### config.mk
export PLATFORM = sky130hd
export DESIGN_NAME = ccct_channel_ctrl
export DESIGN_NICKNAME = d
export VERILOG_FILES = /design/src/verilog/ccct_pkg.sv /design/src/verilog/ccct_duty_buffer.sv /design/src/verilog/ccct_channel_ctrl.sv
export VERILOG_INCLUDE_DIRS = /design/src /design/src/verilog
export SDC_FILE = /design/constraint.sdc
export NUM_CORES = 1
export LEC_CHECK = 0
export CORE_MARGIN = 2
export CORE_UTILIZATION = 50
export DETAILED_ROUTE_END_ITERATION = 6
export DONT_BUFFER_PORTS = 1
export GPL_TIMING_DRIVEN = 0
export PLACE_DENSITY = 0.62
export SLEW_MARGIN = 20
export SYNTH_ARGS = -nofsm -noshare
export SYNTH_HDL_FRONTEND = slang
export SYNTH_HIERARCHICAL = 1
export SYNTH_SLANG_ARGS = --single-unit
### constraint.sdc
create_clock -name CLK -period 6.1 [get_ports CLK]
set_input_delay 1.525 -clock CLK [delete_from_list [all_inputs] [get_ports CLK]]
set_output_delay 1.525 -clock CLK [all_outputs]
set_load 0.02 [all_outputs]
### src/verilog/ccct_defs.svh
// Offsets, field positions, reset values and codes of the channel control block
`ifndef CCCT_DEFS_SVH
`define CCCT_DEFS_SVH

// ----------------------------------------------------------------
// Register byte offsets
// ----------------------------------------------------------------
`define CCCT_OFF_CTRL2 8'h00
`define CCCT_OFF_LINK 8'h04
`define CCCT_OFF_IRQ_ST 8'h08
`define CCCT_OFF_IRQ_MASK 8'h0c
`define CCCT_OFF_STATE 8'h10

// ----------------------------------------------------------------
// Control register fields
// ----------------------------------------------------------------
`define CCCT_B_FLT_HOLD 15
`define CCCT_B_FLT_LVL 14
`define CCCT_B_FLT_TRI 13
`define CCCT_B_INV 12
`define CCCT_B_FDUTY_HI 10
`define CCCT_B_FDUTY_LO 9
`define CCCT_B_CASC 8
`define CCCT_B_TRIG 7
`define CCCT_B_TSTAT 6
`define CCCT_B_TRIS 5
`define CCCT_B_SEL_HI 4
`define CCCT_B_SEL_LO 0
`define CCCT_CTRL2_WMASK 16'hf7ff
`define CCCT_CTRL2_RST 16'h000c

// ----------------------------------------------------------------
// Link register fields
// ----------------------------------------------------------------
`define CCCT_B_MODE_HI 2
`define CCCT_B_MODE_LO 0
`define CCCT_B_AUTOCLR 3
`define CCCT_B_FLT_EN 4

// ----------------------------------------------------------------
// Interrupt status bits
// ----------------------------------------------------------------
`define CCCT_IRQ_FAULT0 0
`define CCCT_IRQ_TRIG_SET 1
`define CCCT_IRQ_TRIG_CLR 2

// ----------------------------------------------------------------
// Compare modes and source codes
// ----------------------------------------------------------------
`define CCCT_MODE_EDGE_PWM 3'h6
`define CCCT_MODE_CENTER_PWM 3'h7
`define CCCT_SEL_NONE 5'h00
`define CCCT_SEL_TMR_FIRST 5'h0b
`define CCCT_SEL_TMR_LAST 5'h0d
`define CCCT_SEL_CMP_FIRST 5'h18
`define CCCT_SEL_CMP_LAST 5'h1a
`define CCCT_SEL_EXT_B 5'h1d
`define CCCT_SEL_EXT_A 5'h1e
`define CCCT_SEL_SELF 5'h1f

`endif

### src/verilog/ccct_pkg.sv
// Types shared by the channel control block
package ccct_pkg;

	typedef enum logic [0:0] {
		CCCT_RUN = 1'b0,
		CCCT_FAULT = 1'b1
	} ccct_flt_t;

	typedef struct packed {
		ccct_flt_t flt;
		logic [15:0] ctrl;
		logic [2:0] mode;
		logic autoclr;
		logic flt_en;
		logic [2:0] irq_st;
		logic [2:0] irq_mask;
		logic src_prev;
		logic pin;
		logic oe;
		logic hold;
		logic sync;
		logic casc;
		logic irq;
		logic wreq;
		logic [31:0] rdata;
	} ccct_state_t;

	typedef struct packed {
		logic [1:0] active;
	} ccct_fduty_state_t;

endpackage

### src/verilog/ccct_duty_buffer.sv
// Fine duty value buffer: loads at period start in PWM modes, else at once
`timescale 1ns/1ps
`default_nettype none
module ccct_duty_buffer (
	input wire logic clk,
	input wire logic srst,
	input wire logic pwm_mode,
	input wire logic period_start,
	input wire logic [1:0] staged,
	output logic [1:0] active
);
	ccct_pkg::ccct_fduty_state_t s_reg;
	ccct_pkg::ccct_fduty_state_t s_next;

	always_comb begin
		s_next = s_reg;
		if (!pwm_mode) begin
			s_next.active = staged;
		end else if (period_start) begin
			s_next.active = staged;
		end
	end

	always_ff @(posedge clk) begin
		if (srst) begin
			s_reg <= '0;
		end else begin
			s_reg <= s_next;
		end
	end

	assign active = s_reg.active;

	chk_fduty_direct_load: assert property (
		@(posedge clk) disable iff (srst)
		!pwm_mode |=> active == $past(staged))
		else $error("fine duty not applied at once outside PWM");
	chk_fduty_buffered_hold: assert property (
		@(posedge clk) disable iff (srst)
		pwm_mode && !period_start |=> active == $past(active))
		else $error("fine duty changed inside a PWM period");
endmodule
`default_nettype wire

### src/verilog/ccct_channel_ctrl.sv
// Compare channel second control stage with Avalon-MM register slave
`timescale 1ns/1ps
`default_nettype none
`include "ccct_defs.svh"
module ccct_channel_ctrl #(
	parameter int ADDR_W = 8
) (
	input wire logic CLK,
	input wire logic SRST,
	input wire logic [ADDR_W-1:0] AVS_ADDRESS,
	input wire logic AVS_READ,
	input wire logic AVS_WRITE,
	input wire logic [31:0] AVS_WRITEDATA,
	input wire logic [3:0] AVS_BYTEENABLE,
	output logic [31:0] AVS_READDATA,
	output logic AVS_WAITREQUEST,
	input wire logic COMPARE_OUT,
	input wire logic FAULT_IN,
	input wire logic PERIOD_START,
	input wire logic TIMER_MATCH_RS,
	input wire logic EXT_TRIG_A,
	input wire logic EXT_TRIG_B,
	input wire logic [2:0] TIMER_EVT,
	input wire logic [2:0] CMP_EVT,
	input wire logic [31:0] OTHER_SRC,
	output logic PIN_OUT,
	output logic PIN_OE,
	output logic [1:0] FINE_DELAY,
	output logic CASCADE_EN,
	output logic TIMER_HOLD_CLEAR,
	output logic SYNC_PULSE,
	output logic IRQ
);
	// ----------------------------------------------------------------
	// Elaboration checks
	// ----------------------------------------------------------------
	if (ADDR_W < 5 || ADDR_W > 8) begin : g_bad_addr
		$error("ADDR_W must lie between 5 and 8");
	end

	// ----------------------------------------------------------------
	// Helpers
	// ----------------------------------------------------------------
	function automatic logic [15:0] merge16(input logic [15:0] old,
		input logic [31:0] wd, input logic [3:0] be);
		logic [15:0] r;
		r = old;
		if (be[0]) begin
			r[7:0] = wd[7:0];
		end
		if (be[1]) begin
			r[15:8] = wd[15:8];
		end
		return r;
	endfunction

	// Self code and unused code give no event, so a mis-set channel
	// cannot retrigger itself through this path.
	function automatic logic pick_source(input logic [4:0] sel,
		input logic ea, input logic eb, input logic [2:0] tmr,
		input logic [2:0] cmp, input logic [31:0] other);
		logic [4:0] d;
		d = 5'h00;
		if (sel == `CCCT_SEL_NONE) begin
			return 1'b0;
		end else if (sel == `CCCT_SEL_SELF) begin
			return 1'b0;
		end else if (sel == `CCCT_SEL_EXT_A) begin
			return ea;
		end else if (sel == `CCCT_SEL_EXT_B) begin
			return eb;
		end else if (sel >= `CCCT_SEL_TMR_FIRST
			&& sel <= `CCCT_SEL_TMR_LAST) begin
			d = sel - `CCCT_SEL_TMR_FIRST;
			return tmr[d[1:0]];
		end else if (sel >= `CCCT_SEL_CMP_FIRST
			&& sel <= `CCCT_SEL_CMP_LAST) begin
			d = sel - `CCCT_SEL_CMP_FIRST;
			return cmp[d[1:0]];
		end
		return other[sel];
	endfunction

	// ----------------------------------------------------------------
	// State
	// ----------------------------------------------------------------
	localparam ccct_pkg::ccct_state_t RST_STATE = '{
		flt: ccct_pkg::CCCT_RUN,
		ctrl: `CCCT_CTRL2_RST,
		mode: 3'h0,
		autoclr: 1'b0,
		flt_en: 1'b0,
		irq_st: 3'h0,
		irq_mask: 3'h0,
		src_prev: 1'b0,
		pin: 1'b0,
		oe: 1'b1,
		hold: 1'b0,
		sync: 1'b0,
		casc: 1'b0,
		irq: 1'b0,
		wreq: 1'b1,
		rdata: 32'h0000_0000
	};

	ccct_pkg::ccct_state_t s_reg;
	ccct_pkg::ccct_state_t s_next;
	logic [1:0] fduty_active;
	logic in_pwm;
	logic fault_arm;
	logic acc;
	logic wr;
	logic src_now;
	logic set_evt;
	logic clr_evt;
	logic [7:0] addr8;

	assign addr8 = 8'(AVS_ADDRESS);
	assign in_pwm = s_reg.mode == `CCCT_MODE_EDGE_PWM
		|| s_reg.mode == `CCCT_MODE_CENTER_PWM;
	assign fault_arm = in_pwm && s_reg.flt_en;
	assign acc = (AVS_READ || AVS_WRITE) && !s_reg.wreq;
	assign wr = AVS_WRITE && acc;
	assign src_now = pick_source(
		s_reg.ctrl[`CCCT_B_SEL_HI:`CCCT_B_SEL_LO],
		EXT_TRIG_A, EXT_TRIG_B, TIMER_EVT, CMP_EVT, OTHER_SRC);
	assign set_evt = s_reg.ctrl[`CCCT_B_TRIG] && src_now
		&& !s_reg.src_prev && !s_reg.ctrl[`CCCT_B_TSTAT];
	assign clr_evt = s_reg.ctrl[`CCCT_B_TRIG] && s_reg.autoclr
		&& TIMER_MATCH_RS && s_reg.ctrl[`CCCT_B_TSTAT];

	// ----------------------------------------------------------------
	// Next state
	// ----------------------------------------------------------------
	always_comb begin
		s_next = s_reg;
		s_next.src_prev = src_now;

		// Bus: one wait state, then the access lands
		if ((AVS_READ || AVS_WRITE) && s_reg.wreq) begin
			s_next.wreq = 1'b0;
			s_next.rdata = 32'h0000_0000;
			if (addr8 == `CCCT_OFF_CTRL2) begin
				s_next.rdata = {16'h0000, s_reg.ctrl};
			end else if (addr8 == `CCCT_OFF_LINK) begin
				s_next.rdata = {27'h0, s_reg.flt_en, s_reg.autoclr,
					s_reg.mode};
			end else if (addr8 == `CCCT_OFF_IRQ_ST) begin
				s_next.rdata = {29'h0, s_reg.irq_st};
			end else if (addr8 == `CCCT_OFF_IRQ_MASK) begin
				s_next.rdata = {29'h0, s_reg.irq_mask};
			end else if (addr8 == `CCCT_OFF_STATE) begin
				s_next.rdata = {28'h0, fduty_active, s_reg.pin,
					s_reg.flt};
			end
		end else begin
			s_next.wreq = 1'b1;
		end

		if (wr) begin
			if (addr8 == `CCCT_OFF_CTRL2) begin
				s_next.ctrl = merge16(s_reg.ctrl, AVS_WRITEDATA,
					AVS_BYTEENABLE) & `CCCT_CTRL2_WMASK;
			end else if (addr8 == `CCCT_OFF_LINK) begin
				if (AVS_BYTEENABLE[0]) begin
					s_next.mode = AVS_WRITEDATA[`CCCT_B_MODE_HI:
						`CCCT_B_MODE_LO];
					s_next.autoclr = AVS_WRITEDATA[`CCCT_B_AUTOCLR];
					s_next.flt_en = AVS_WRITEDATA[`CCCT_B_FLT_EN];
				end
			end else if (addr8 == `CCCT_OFF_IRQ_ST) begin
				if (AVS_BYTEENABLE[0]) begin
					s_next.irq_st = s_reg.irq_st & ~AVS_WRITEDATA[2:0];
				end
			end else if (addr8 == `CCCT_OFF_IRQ_MASK) begin
				if (AVS_BYTEENABLE[0]) begin
					s_next.irq_mask = AVS_WRITEDATA[2:0];
				end
			end
		end

		// Trigger status: auto clear on a timer match, hardware set last
		if (clr_evt) begin
			s_next.ctrl[`CCCT_B_TSTAT] = 1'b0;
		end
		if (set_evt) begin
			s_next.ctrl[`CCCT_B_TSTAT] = 1'b1;
		end

		// Sticky events, set beats a same-cycle clear
		if (fault_arm && FAULT_IN) begin
			s_next.irq_st[`CCCT_IRQ_FAULT0] = 1'b1;
		end
		if (set_evt) begin
			s_next.irq_st[`CCCT_IRQ_TRIG_SET] = 1'b1;
		end
		if (clr_evt && !set_evt) begin
			s_next.irq_st[`CCCT_IRQ_TRIG_CLR] = 1'b1;
		end

		// Fault state machine
		case (s_reg.flt)
			ccct_pkg::CCCT_RUN: begin
				if (fault_arm && FAULT_IN) begin
					s_next.flt = ccct_pkg::CCCT_FAULT;
				end
			end
			ccct_pkg::CCCT_FAULT: begin
				if (!fault_arm) begin
					s_next.flt = ccct_pkg::CCCT_RUN;
				end else if (FAULT_IN) begin
					s_next.flt = ccct_pkg::CCCT_FAULT;
				end else if (s_reg.ctrl[`CCCT_B_FLT_HOLD]) begin
					if (!s_next.irq_st[`CCCT_IRQ_FAULT0]) begin
						s_next.flt = ccct_pkg::CCCT_RUN;
					end
				end else if (PERIOD_START) begin
					s_next.flt = ccct_pkg::CCCT_RUN;
				end
			end
			default: begin
				s_next.flt = ccct_pkg::CCCT_RUN;
			end
		endcase

		// Pin drive; invert covers only the compare path
		if (s_next.flt == ccct_pkg::CCCT_FAULT) begin
			s_next.pin = s_next.ctrl[`CCCT_B_FLT_LVL];
		end else begin
			s_next.pin = COMPARE_OUT ^ s_next.ctrl[`CCCT_B_INV];
		end
		s_next.oe = !s_next.ctrl[`CCCT_B_TRIS];
		if (s_next.flt == ccct_pkg::CCCT_FAULT
			&& s_next.ctrl[`CCCT_B_FLT_TRI]) begin
			s_next.oe = 1'b1;
		end

		s_next.casc = s_next.ctrl[`CCCT_B_CASC];
		s_next.hold = s_next.ctrl[`CCCT_B_TRIG]
			&& !s_next.ctrl[`CCCT_B_TSTAT];
		s_next.sync = !s_reg.ctrl[`CCCT_B_TRIG] && src_now
			&& !s_reg.src_prev;
		s_next.irq = |(s_next.irq_st & s_next.irq_mask);
	end

	always_ff @(posedge CLK) begin
		if (SRST) begin
			s_reg <= RST_STATE;
		end else begin
			s_reg <= s_next;
		end
	end

	// ----------------------------------------------------------------
	// Fine duty buffer
	// ----------------------------------------------------------------
	// Sub-cycle delay itself is made by the pad delay line from FINE_DELAY.
	ccct_duty_buffer u_fduty (
		.clk(CLK),
		.srst(SRST),
		.pwm_mode(in_pwm),
		.period_start(PERIOD_START),
		.staged(s_reg.ctrl[`CCCT_B_FDUTY_HI:`CCCT_B_FDUTY_LO]),
		.active(fduty_active)
	);

	assign AVS_READDATA = s_reg.rdata;
	assign AVS_WAITREQUEST = s_reg.wreq;
	assign PIN_OUT = s_reg.pin;
	assign PIN_OE = s_reg.oe;
	assign FINE_DELAY = fduty_active;
	assign CASCADE_EN = s_reg.casc;
	assign TIMER_HOLD_CLEAR = s_reg.hold;
	assign SYNC_PULSE = s_reg.sync;
	assign IRQ = s_reg.irq;

	// ----------------------------------------------------------------
	// Checks
	// ----------------------------------------------------------------
	chk_fault_level_out: assert property (
		@(posedge CLK) disable iff (SRST)
		s_reg.flt == ccct_pkg::CCCT_FAULT
		|-> PIN_OUT == s_reg.ctrl[`CCCT_B_FLT_LVL])
		else $error("pin not at fault level during fault");
	chk_invert_path: assert property (@(posedge CLK) disable iff (SRST)
		!$past(SRST) && s_reg.flt == ccct_pkg::CCCT_RUN
		|-> PIN_OUT == ($past(COMPARE_OUT) ^ s_reg.ctrl[`CCCT_B_INV]))
		else $error("pin not compare output xor invert");
	chk_hold_exit: assert property (@(posedge CLK) disable iff (SRST)
		!$past(SRST) && s_reg.flt == ccct_pkg::CCCT_RUN
		&& $past(s_reg.flt) == ccct_pkg::CCCT_FAULT
		&& $past(fault_arm) && $past(s_reg.ctrl[`CCCT_B_FLT_HOLD])
		|-> !s_reg.irq_st[`CCCT_IRQ_FAULT0] && !$past(FAULT_IN))
		else $error("held fault left before status clear");
	chk_period_exit: assert property (@(posedge CLK) disable iff (SRST)
		!$past(SRST) && s_reg.flt == ccct_pkg::CCCT_RUN
		&& $past(s_reg.flt) == ccct_pkg::CCCT_FAULT
		&& $past(fault_arm) && !$past(s_reg.ctrl[`CCCT_B_FLT_HOLD])
		|-> $past(PERIOD_START) && !$past(FAULT_IN))
		else $error("fault left outside a period start");
	chk_pin_direction: assert property (
		@(posedge CLK) disable iff (SRST)
		PIN_OE == (!s_reg.ctrl[`CCCT_B_TRIS]
		|| (s_reg.flt == ccct_pkg::CCCT_FAULT
		&& s_reg.ctrl[`CCCT_B_FLT_TRI])))
		else $error("pin enable wrong");
	chk_fault_pwm_only: assert property (
		@(posedge CLK) disable iff (SRST)
		!fault_arm |=> s_reg.flt == ccct_pkg::CCCT_RUN)
		else $error("fault active outside PWM");
	chk_trig_hold: assert property (@(posedge CLK) disable iff (SRST)
		set_evt |=> s_reg.ctrl[`CCCT_B_TSTAT] && !TIMER_HOLD_CLEAR)
		else $error("trigger did not start timer");
	chk_autoclear: assert property (@(posedge CLK) disable iff (SRST)
		clr_evt && !set_evt |=> !s_reg.ctrl[`CCCT_B_TSTAT]
		&& (TIMER_HOLD_CLEAR || !s_reg.ctrl[`CCCT_B_TRIG]))
		else $error("autoclear missed");
	chk_sync_mode: assert property (@(posedge CLK) disable iff (SRST)
		SYNC_PULSE |-> !$past(s_reg.ctrl[`CCCT_B_TRIG]))
		else $error("sync pulse in trigger mode");
	chk_irq_level: assert property (@(posedge CLK) disable iff (SRST)
		IRQ == |(s_reg.irq_st & s_reg.irq_mask))
		else $error("irq does not follow status and mask");
	chk_bus_wait: assert property (@(posedge CLK) disable iff (SRST)
		(AVS_READ || AVS_WRITE) && AVS_WAITREQUEST |=> !AVS_WAITREQUEST)
		else $error("bus answer late");
endmodule
`default_nettype wire

# After elaboration in Yosys (flattened, before gate mapping)

Index checks and enable logic that the tools add are counted.

Add/sub/neg operators: 2
Multipliers: 0
Divide/modulo/power cells: 0
$lt $le $gt $ge: 7
Equal/unequal tests: 10
Shift operators: 0
Mux-type cells: 53
Bitwise logic cells: 6
Reduce and logical (&&, ||, !) cells: 34

Operator list:

| cell               | number |
|---|---|
| $mux 32            | 4 |
| $mux 1             | 29 |
| $mux 26            | 1 |
| $logic_and 1x1->1  | 18 |
| $eq 8x4->1 const B | 2 |
| $eq 5x5->1 const B | 3 |
| $mux 15            | 1 |
| $mux 3             | 5 |
| $mux 11            | 1 |
| $mux 5             | 2 |
| $eq 8x3->1 const B | 1 |
| $eq 8x5->1 const B | 1 |
| $logic_not 8->1    | 1 |
| $mux 8             | 1 |
| $logic_not 1->1    | 7 |
| $mux 7             | 1 |
| $and 3x3->3        | 2 |
| $eq 3x3->1 const B | 2 |
| $lt 2x3->1 const B | 2 |
| $lt 5x6->1 const B | 1 |
| $mux 6             | 1 |
| $reduce_and 3->1   | 2 |
| $bmux 1 s5         | 1 |
| $ge 5x4->1 const B | 1 |
| 18 further kinds   | 22 |

Register bits after elaboration: 69
Latch bits: 0
Memory bits (writable): 0
Bits in read-only memories: 0
Bits of input ports: 92
Word-level logic and storage cells: 131
Memories kept: 0

# Logic depth before layout (Yosys ltp)

Gate-level depths: netlist of run 1.

Word-level depth: 18
Depth in mapped cells: 10

# Modules after synthesis

Netlist of run 1, hierarchy kept.

By module, submodules not included:

| module            | times used | cells each | area an instance (um^2) | seq. area each (um^2) |
|---|---|---|---|---|
| ccct_channel_ctrl | 1          | 304        | 2815.2                  | 980.9 |
| ccct_duty_buffer  | 1          | 9          | 102.6                   | 40.0 |

# Worst setup path before layout of run 1

No wires, ideal clock.

Path type: in2reg
Start: input AVS_ADDRESS[2]
End: register s_reg (netlist bit PIN_OUT)
Setup time: 0.121 ns
Arrival: 3.013 ns
Slack: 2.966 ns
Stages: 8
Buffers on the path: 2
Cells stage by stage: buf_4 nor4bb_1 and4b_1 buf_2 mux2i_1 xor2_1 nor2_1 mux2_2

Longest elaborated chain between the ends: 12

Ends and longest elaborated chain:

| what                        | line                     | source |
|---|---|---|
| start: declaration          | ccct_channel_ctrl.sv:10  | `input wire logic [ADDR_W-1:0] AVS_ADDRESS,` |
| $eq 8x4->1 (no source line) | --                       |  |
| $mux 3                      | ccct_channel_ctrl.sv:171 | `` end else if (addr8 == `CCCT_OFF_IRQ_ST) begin `` |
| $mux 6                      | ccct_channel_ctrl.sv:164 | `` end else if (addr8 == `CCCT_OFF_LINK) begin `` |
| $mux 11                     | ccct_channel_ctrl.sv:161 | `` if (addr8 == `CCCT_OFF_CTRL2) begin `` |
| $mux 26 *                   | ccct_channel_ctrl.sv:160 | `if (wr) begin` |
| $mux 1                      | ccct_channel_ctrl.sv:191 | `if (fault_arm && FAULT_IN) begin` |
| $mux 1                      | ccct_channel_ctrl.sv:214 | `` if (!s_next.irq_st[`CCCT_IRQ_FAULT0]) begin `` |
| $mux 1                      | ccct_channel_ctrl.sv:213 | `` end else if (s_reg.ctrl[`CCCT_B_FLT_HOLD]) begin `` |
| $mux 1                      | ccct_channel_ctrl.sv:211 | `end else if (FAULT_IN) begin` |
| $mux 1                      | ccct_channel_ctrl.sv:209 | `if (!fault_arm) begin` |
| $pmux 1 s2                  | ccct_channel_ctrl.sv:202 | `case (s_reg.flt)` |
| $mux 1 *                    | ccct_channel_ctrl.sv:227 | `if (s_next.flt == ccct_pkg::CCCT_FAULT) begin` |
| end signal: assignment      | ccct_channel_ctrl.sv:250 | `s_reg <= s_next;` |
| end: declaration            | ccct_channel_ctrl.sv:106 | `ccct_pkg::ccct_state_t s_reg;` |

Every way passes the cells marked *; elsewhere a longest branch is shown, timed or not.
A chain may end at the register's enable or synchronous reset.

# Worst setup path after layout of run 1

Ends and elaborated chain as after synthesis.

==> flow_metrics.tcl, run 1 <==
set metrics [dict create \
    outcome "finished, final reports clean" \
    vias 2272 \
    crit_path_end_kind "register" \
    clock_latency_ns 0.31 \
    grt_pass1_vias 2153 \
    cp_max_fo 10 \
    highest_layer "met4" \
    met2WireLength_um 2980 \
    core_area_um2 5574 \
    placedInstanceArea_um2 3068 \
    antenna_cells 0 \
    syn_avg_cell_area_um2 9.322 \
    synthFlopType "dfxtp_1" \
    final_area_um2 3183 \
    wirelength_um 6849 \
    start_util_pct 52.35 \
    synthArstFlopShare_pct 0 \
    cts_htree_levels 2 \
    slew_viol_final 0 \
    cts_buffers 5 \
    syn_inst 313 \
    finalHoldViolations 0 \
    grtUsageTotal_pct 21.73 \
    final_cells 409 \
    relSlewSlack_pct 45.41 \
    cts.path.max_buffers 2 \
    finalCritPeriodShare_pct 49.78 \
    clk_pin_slew_ns 0.10 \
    ioPinCount 133 \
    wl_met1_um 3226 \
    cp-startpoint "AVS_ADDRESS[2]" \
    place_ws_ns 2.738 \
    drtAntennaViolNets 0 \
    required_ns 6.31 \
    grt_pass1_wl_um 10650 \
    cp_num_cells 8 \
    ys_types 54 \
    postCtsHoldBufs 0 \
    fillCellCount 536 \
    yosysWarnings 6 \
    synth_edf_count 0 \
    total_power_uw 639.4 \
    p_leak_uw 0.001252 \
    wl_per_cell_um 16.75 \
    criticalPathCategory "in2reg" \
    synth_seq_cells 51 \
    wl_met3_um 562 \
    num_rows 27 \
    fmax_mhz 329.3 \
    post_cts_buffers 0 \
    tightest_slew_ns 0.8134 \
    place.gp.congestion 0.9029 \
    fin_tns_setup_ns 0 \
    crit_chain "buf_4 -> nor4bb_1 -> and4b_1 -> buf_2 -> mux2i_1 -> xor2_1 -> nor2_1 -> mux2_2" \
    postLayoutSetupSlackWorst_ns 3.063 \
    min_path_type "reg2reg" \
    cts_tree "done" \
    hpwl_um 5228 \
    layout_common_cells "dfxtp_1 (51), nor2_1 (40), buf_4 (33), nand2_1 (26), mux2i_1 (21)" \
    ir_worst_vdd_mv 0.1263 \
    ctsResizeCount 0 \
    worst_clock_skew_ns 0.005236 \
    cts_root_buf "clkbuf_8" \
    seq_area_frac_synth_pct 34.99 \
    endpoint "PIN_OUT" \
    dp.cells 401 \
    drc_errors 0 \
    rsz0062_at_grt "no" \
    antenna_found_initial 0 \
    port_buffers 0 \
    largest_reg_flops 28 \
    cp-start-kind "input port" \
    syn-cell-area_um2 2918 \
    via_per_inst 5.555 \
    r2r_cells 10 \
    cts.sinks 51 \
    period_minus_slack_ns 3.037 \
    cap_violations 0 \
    mostFrequentLayoutCell "dfxtp_1" \
    die_y_um 80.39 \
    path_buf_inv 2 \
    drive_gt1_share_pct 18.40 \
    area_growth_pct 9.091 \
    p_per_area_nw_per_um2 200.9 \
    firstDrtPassIters 4 \
    overflow 0 \
    path_delay_family "multiplexers" \
    r2r_slack_ns 3.50 \
    cpMaxStageDelayCell "mux2i_1" \
    cpPeakStageDelay_ns 0.29 \
    arrival_ns 3.25 \
    final-setup-viol-count 0 \
    grt_max_degree 18 \
    die_w_um 80.39 \
    min-delay-start "s_reg[39]" \
    timing.rr.start "s_reg[52]" \
    die_area_um2 6463 \
    timing.rr.end "IRQ" \
    drt_iter0_markers 110 \
    final_net_count 432 \
]
==> cells by family (layout without fill, tap and decap cells) <==
group | count (synthesis) | in the layout | synth area share, %
AND/OR/NAND/NOR | 116 | 116 | 22.26
buffers and inverters | 54 | 62 | 11.66
AO/OA/AOI/OAI | 52 | 52 | 11.96
flip-flops | 51 | 51 | 34.99
multiplexers | 34 | 34 | 16.98
adder cells (fa/ha/maj) | 4 | 4 | 1.715
other | 1 | 17 | 0.1285
XOR/XNOR | 1 | 1 | 0.3002
==> through the flow <==
stage	util [%]	hold WS, ns
2_1_floorplan	-	0.4014
3_3_place_gp	55.04	0.4154
3_5_place_dp	55.04	0.4128
4_1_cts	57.10	0.4312
5_1_grt	57.10	0.4649
6_report	57.10	0.4324
==> report_power, final <==
part | total [uW] | switching (uW) | leakage, uW | internal (uW)
Sequential | 339 | 3.75 | 0.000412 | 336
Combinational | 56.1 | 33.0 | 0.000785 | 23.1
Clock | 244 | 120 | 0.0000548 | 124
==> how the worst min path moves through the flow <==
stage / end / slack, ns / cells past startpoint
after floorplan: SYNC_PULSE / 0.40 / 1
after global placement: SYNC_PULSE / 0.42 / 1
after detailed placement: SYNC_PULSE / 0.41 / 1
after CTS: SYNC_PULSE / 0.43 / 1
after global routing: SYNC_PULSE / 0.46 / 1
final: SYNC_PULSE / 0.43 / 1
==> per-layer routing <==
metal  vias up  track usage [%]
met1      1048            30.63
li1       1126                -
met2        91            32.67
met3         7            5.393
met4         0            6.780
met5         -                0
==> synth_stat cells (5+ instances only) <==
| cell type | count | area [um^2] |
|---|---|---|
| a21oi_1 | 13 | 65.06 |
| a22oi_1 | 10 | 75.07 |
| buf_2 | 5 | 25.02 |
| buf_4 | 33 | 247.7 |
| clkbuf_1 | 8 | 30.03 |
| dfxtp_1 | 51 | 1021 |
| inv_1 | 6 | 22.52 |
| mux2i_1 | 21 | 210.2 |
| mux4_1 | 7 | 183.9 |
| nand2_1 | 26 | 97.59 |
| nand3b_1 | 5 | 37.54 |
| nor2_1 | 40 | 150.1 |
| o21ai_0 | 5 | 25.02 |
==> cell type report <==
type | count | area [um^2] | area share [%]
buffer | 48 | 317.8 | 9.984
clock buffer | 5 | 68.82 | 2.162
clock inverter | 3 | 46.29 | 1.454
inverter | 6 | 22.52 | 0.7075
multi-input combinational | 224 | 1617 | 50.79
sequential | 51 | 1021 | 32.08
tap | 72 | 90.09 | 2.830
No activity file was read; power rests on OpenSTA's default activity.
==> inputs of run 2 (changes only) <==
--- a/config.mk
+++ b/config.mk
@@ -11,7 +11,7 @@
 export DETAILED_ROUTE_END_ITERATION = 6
 export DONT_BUFFER_PORTS = 1
 export GPL_TIMING_DRIVEN = 0
-export PLACE_DENSITY = 0.62
+export PLACE_DENSITY = 0.65
 export SLEW_MARGIN = 20
 export SYNTH_ARGS = -nofsm -noshare
 export SYNTH_HDL_FRONTEND = slang
==> constraint.sdc (replaced) <==
create_clock -name CLK -period 2.75 [get_ports CLK]
set_input_delay 0.6875 -clock CLK [delete_from_list [all_inputs] [get_ports CLK]]
set_output_delay 0.6875 -clock CLK [all_outputs]
set_load 0.02 [all_outputs]
==> run 2 against run 1 <==
Against the previous run: core utilization shrank 0.18 points; register-to-register slack lost 3.3 ns; clock power grew 100%; global-route usage is essentially flat; critical path type is now reg2reg; critical endpoint is now IRQ.
==> flow_metrics.tcl, run 2 (same netlist as run 1, synthesis figures left out) <==
set metrics [dict create \
    p_comb_share_pct 9.0 \
    die_area_um2 6463 \
    cts.sinks 51 \
    worst_clock_skew_ns 0.002471 \
    cp-start-kind "register" \
    overflow 0 \
    grt_max_degree 15 \
    grt_pass1_wl_um 10730 \
    core_area_um2 5574 \
    die_w_um 80.39 \
    wl_per_cell_um 16.69 \
    timing.rr.start "s_reg[52]" \
    drtAntennaViolNets 0 \
    postLayoutSetupSlackWorst_ns 0.2455 \
    total_power_uw 1374 \
    num_rows 27 \
    via_per_inst 5.574 \
    firstDrtPassIters 4 \
    cpMaxStageDelayCell "dfxtp_1" \
    grt_pass1_vias 2160 \
    cts.path.max_buffers 2 \
    clk_pin_slew_ns 0.08 \
    tightest_slew_ns 0.7909 \
    min_path_type "reg2reg" \
    cp_max_fo 10 \
    cpPeakStageDelay_ns 0.37 \
    relSlewSlack_pct 46.92 \
    p_per_area_nw_per_um2 433.1 \
    placedInstanceArea_um2 3068 \
    clkPwrFrac_pct 36.2 \
    mostFrequentLayoutCell "dfxtp_1" \
    post_cts_buffers 0 \
    crit_path_end_kind "register" \
    wirelength_um 6809 \
    finalCritPeriodShare_pct 91.07 \
    layout_common_cells "dfxtp_1 (51), nor2_1 (40), buf_4 (33), nand2_1 (26), mux2i_1 (21)" \
    area_growth_pct 8.748 \
    start_util_pct 52.35 \
    drc_errors 0 \
    final_area_um2 3173 \
    slew_viol_final 0 \
    drive_gt1_share_pct 17.86 \
    switching_share_pct 22.70 \
    internal-power_uw 1062 \
    antenna_cells 0 \
    period_minus_slack_ns 2.505 \
    fillCellCount 542 \
    p_seq_share_pct 54.8 \
    path_buf_inv 3 \
    ioPinCount 133 \
    hpwl_um 5307 \
    worst_path_most_repeated_cell "o2111ai_1" \
    final_core_utilization_pct 56.92 \
    antenna_found_initial 0 \
    outcome "finished, final reports clean" \
    crit_chain "buf_2 -> clkbuf_4 -> inv_1 -> ha_1 -> mux2_2 -> a21oi_1 -> and3_1 -> o2111ai_1 -> nand3_1 -> o2111ai_1" \
    final-setup-viol-count 0 \
    cts_buffers 5 \
    cts_root_buf "clkbuf_8" \
    p_leak_uw 0.001248 \
    power_switching_uw 312.0 \
    drt_iter0_markers 98 \
    die_y_um 80.39 \
    cap_violations 0 \
    fmax_mhz 399.3 \
    ir_worst_vdd_mv 0.3914 \
    rsz0062_at_grt "no" \
    place.gp.congestion 0.8304 \
    arrival_ns 2.68 \
    required_ns 2.92 \
    finalHoldViolations 0 \
    largest_reg_flops 28 \
    fin_tns_setup_ns 0 \
    vias 2274 \
    final_net_count 432 \
    cts_htree_levels 2 \
    port_buffers 0 \
    clock_latency_ns 0.30 \
    place_ws_ns 0.2132 \
    path_delay_family "buffers and inverters" \
    cts_tree "done" \
    grtUsageTotal_pct 21.73 \
    criticalPathCategory "reg2reg" \
    cp-startpoint "s_reg[52]" \
    min-delay-start "s_reg[39]" \
]
==> run 2: power by group through the flow <==
stage	sequential, uW	clock [uW]	combinational (uW)
final	753	498	124
after global routing	755	538	134
after CTS	753	507	123
after detailed placement	771	0	123
after global placement	770	0	123
after floorplan	769	0	106
==> run 2: metrics by stage <==
| stage | hold WS (ns) | cells |
|---|---|---|
| after global placement | 0.4199 | 401 |
| after CTS | 0.4548 | 408 |
| after global routing | 0.4838 | 408 |
| after detailed placement | 0.4384 | 401 |
| after floorplan | 0.4014 | 329 |
| final | 0.4547 | 408 |
==> run 2: layout make-up <==
cell class | count | area, um^2 | share of cell area (%)
plain buffers | 48 | 320.3 | 10.09
well taps | 72 | 90.09 | 2.839
clock buffers | 6 | 72.57 | 2.287
multi-input cells | 224 | 1617 | 50.95
inverters | 6 | 22.52 | 0.7098
flip-flops and latches | 51 | 1021 | 32.18
clock inverters | 1 | 30.03 | 0.9464
==> run 2: timing repair <==
action | in CTS | in global routing
hold buffers | 0 | 0
setup endpoints to repair | 0 | 1
gates resized for setup | 0 | 1
==> run 2: path summary, 6_finish.rpt <==
| check | end | slack, ns | cells past startpoint |
|---|---|---|---|
| setup / recovery | IRQ | 0.25 | 10 |
| hold / removal | SYNC_PULSE | 0.45 | 1 |
| setup reg to reg | IRQ | 0.25 | 10 |
| hold reg to reg | SYNC_PULSE | 0.45 | 1 |
==> run 2: worst reg2reg max path: cells and delay by family (launching register included) <==
family	cells	cell delay [ns]
adders and majority gates	1	0.30
muxes	1	0.33
DFF	1	0.37
and+or+nand+nor	2	0.38
AOI/OAI and AO/OA	3	0.45
buffers and inverters	3	0.55
==> run 2: layer usage <==
| layer | up-vias | GRT usage (%) | wire, um |
|---|---|---|---|
| met5 | - | 0 | 0 |
| met4 | 0 | 5.593 | 55 |
| met3 | 6 | 4.382 | 523 |
| met2 | 87 | 33.75 | 3119 |
| met1 | 1051 | 30.88 | 3111 |
| li1 | 1130 | - | - |
==> inputs of run 3 (changes only) <==
--- a/config.mk
+++ b/config.mk
@@ -6,14 +6,15 @@
 export SDC_FILE = /design/constraint.sdc
 export NUM_CORES = 1
 export LEC_CHECK = 0
+export CORE_ASPECT_RATIO = 0.8
 export CORE_MARGIN = 2
 export CORE_UTILIZATION = 50
 export DETAILED_ROUTE_END_ITERATION = 6
 export DONT_BUFFER_PORTS = 1
 export GPL_TIMING_DRIVEN = 0
 export PLACE_DENSITY = 0.65
+export SKIP_CTS_REPAIR_TIMING = 1
 export SLEW_MARGIN = 20
 export SYNTH_ARGS = -nofsm -noshare
 export SYNTH_HDL_FRONTEND = slang
-export SYNTH_HIERARCHICAL = 1
 export SYNTH_SLANG_ARGS = --single-unit
==> run 3 against run 2 <==
Against the previous run: critical endpoint is now TIMER_HOLD_CLEAR; synthesized cell count increased by 4.5%; worst hold slack got worse by 0.0039 ns; count of clock-buffer cells in the layout shrank 1; highest routed layer unchanged; critical path type unchanged; sequential power fell by 0.7%; core utilization up 0.30 points; combinational power down 8%.
==> flow_metrics.tcl, run 3 <==
set metrics [dict create \
    outcome "finished, final reports clean" \
    cts_buffers 5 \
    synthMostInstantiatedCell "dfxtp_1" \
    syn-cell-area_um2 2938 \
    antenna_cells 0 \
    core_area_um2 5555 \
    port_buffers 0 \
    ir_worst_vdd_mv 0.2170 \
    die_w_um 89.70 \
    finalHoldViolations 0 \
    drtAntennaViolNets 0 \
    tightest_slew_ns 1.011 \
    grt_pass1_wl_um 11340 \
    cp-start-kind "register" \
    final_core_utilization_pct 57.23 \
    clk_pin_slew_ns 0.10 \
    die_area_um2 6509 \
    cts_root_buf "clkbuf_8" \
    arrival_ns 2.69 \
    firstDrtPassIters 5 \
    yosys.area.top_type "dfxtp_1" \
    vias 2372 \
    synth_seq_cells 51 \
    crit_path_end_kind "register" \
    synth_common_cells "dfxtp_1 (51), nor2_1 (49), buf_4 (33)" \
    overflow 0 \
    mostFrequentLayoutCell "dfxtp_1" \
    fmax_mhz 403.3 \
    multi_input_area_um2 1627 \
    worst_clock_skew_ns 0.007319 \
    required_ns 2.96 \
    drc_errors 0 \
    clock_latency_ns 0.31 \
    cp_max_fo 10 \
    cts.path.max_buffers 2 \
    grtUsageTotal_pct 22.29 \
    grt_pass1_vias 2118 \
    drt_iter0_markers 227 \
    cts_tree "done" \
    min_path_type "reg2reg" \
    start_util_pct 52.88 \
    cap_violations 0 \
    p_per_area_nw_per_um2 407.1 \
    p_leak_uw 0.001307 \
    cts_htree_levels 2 \
    seq_area_um2 1021 \
    wl_per_cell_um 16.21 \
    layout_common_cells "dfxtp_1 (51), nor2_1 (49), buf_4 (33), mux2i_1 (31), conb_1 (17)" \
    fillCellCount 510 \
    yosys.area.top_type_share_pct 34.75 \
    largest_reg_flops 28 \
    fin_tns_setup_ns 0 \
    syn_avg_cell_area_um2 8.984 \
    synth_edf_count 0 \
    relSlewSlack_pct 32.41 \
    synthFlopType "dfxtp_1" \
    drive_gt1_share_pct 18.86 \
    final_cells 428 \
    num_rows 24 \
    antenna_found_initial 0 \
    final-setup-viol-count 0 \
    seq_area_frac_synth_pct 34.75 \
    criticalPathCategory "reg2reg" \
    synth_area_leaders "dfxtp_1 (35%), mux2i_1 (11%), buf_4 (8.4%), nor2_1 (6.3%), a22oi_1 (4.1%)" \
    cts.sinks 51 \
    slew_viol_final 0 \
    yosysWarnings 0 \
    die_y_um 72.56 \
    via_per_inst 5.542 \
    wirelength_um 6937 \
    final_net_count 445 \
    dp.cells 421 \
    ys_types 52 \
    hpwl_um 5609 \
    ioPinCount 133 \
    syn_inst 327 \
    synthArstFlopShare_pct 0 \
    area_growth_pct 8.220 \
    rsz0062_at_grt "no" \
    finalCritPeriodShare_pct 90.17 \
    grt_max_degree 17 \
    period_minus_slack_ns 2.480 \
    place.gp.congestion 0.8716 \
]
-- run 3: per-layer routing --
metal / global-route usage (%) / vias to the layer above / share of wire (%)
met5: 0 / - / 0
met4: 4.615 / 0 / 0.66
met3: 5.815 / 5 / 8.4
met2: 30.98 / 93 / 41
met1: 34.55 / 1106 / 49
li1: - / 1168 / -
-- run 3: final timing paths --
check / startpoint / endpoint / slack, ns / depth (start not counted)
worst max-delay path: s_reg[51] / TIMER_HOLD_CLEAR / 0.27 / 10
worst min-delay path: s_reg[39] / SYNC_PULSE / 0.45 / 1
worst max register to register: s_reg[51] / TIMER_HOLD_CLEAR / 0.27 / 10
worst min register to register: s_reg[39] / SYNC_PULSE / 0.45 / 1
-- run 3: stage by stage --
step | total power, uW | hold slack [ns] | setup slack (ns) | area [um^2]
global route | 1348 | 0.4638 | 0.1085 | 3179
CTS | 1300 | 0.4479 | 0.1073 | 3184
global placement | 876.7 | 0.4284 | 0.1240 | 3095
floorplan | 860.5 | 0.4137 | 0.4454 | 2998
detailed placement | 877.3 | 0.4343 | 0.1332 | 3095
finish | 1294 | 0.4508 | 0.2702 | 3179
-- run 3: cells by family after synthesis --
kind of cell	synth area share [%]
buf+inv	11.92
flops	34.75
other cells	0.1276
simple gates	21.30
fa+ha+maj	1.704
mux	15.54
xor+xnor	0.2982
compound gates	14.35
-- run 3: report_power, final --
group	internal, uW	switching (uW)	total [uW]
sequential	742	6.39	748
clock	177	255	432
combinational	42.9	71.5	114
total	962	332	1290
-- run 3: area by class of cell --
type / count / share of cell area, %
multi-input combinational: 236 / 51.16
sequential: 51 / 32.11
buffer: 47 / 9.917
tap: 78 / 3.070
clock buffer: 5 / 2.165
inverter: 8 / 0.9445
clock inverter: 3 / 0.6297
-- run 3: worst max-delay path, cell delays in order, from the launching register on --
cell and delay, ns:
dfxtp_1 0.37, buf_4 0.19, buf_2 0.26, inv_1 0.16, ha_1 0.35, mux2i_1 0.13
o22ai_1 0.16, mux2i_1 0.11, a22oi_2 0.22, nand3_1 0.19, and3_1 0.24
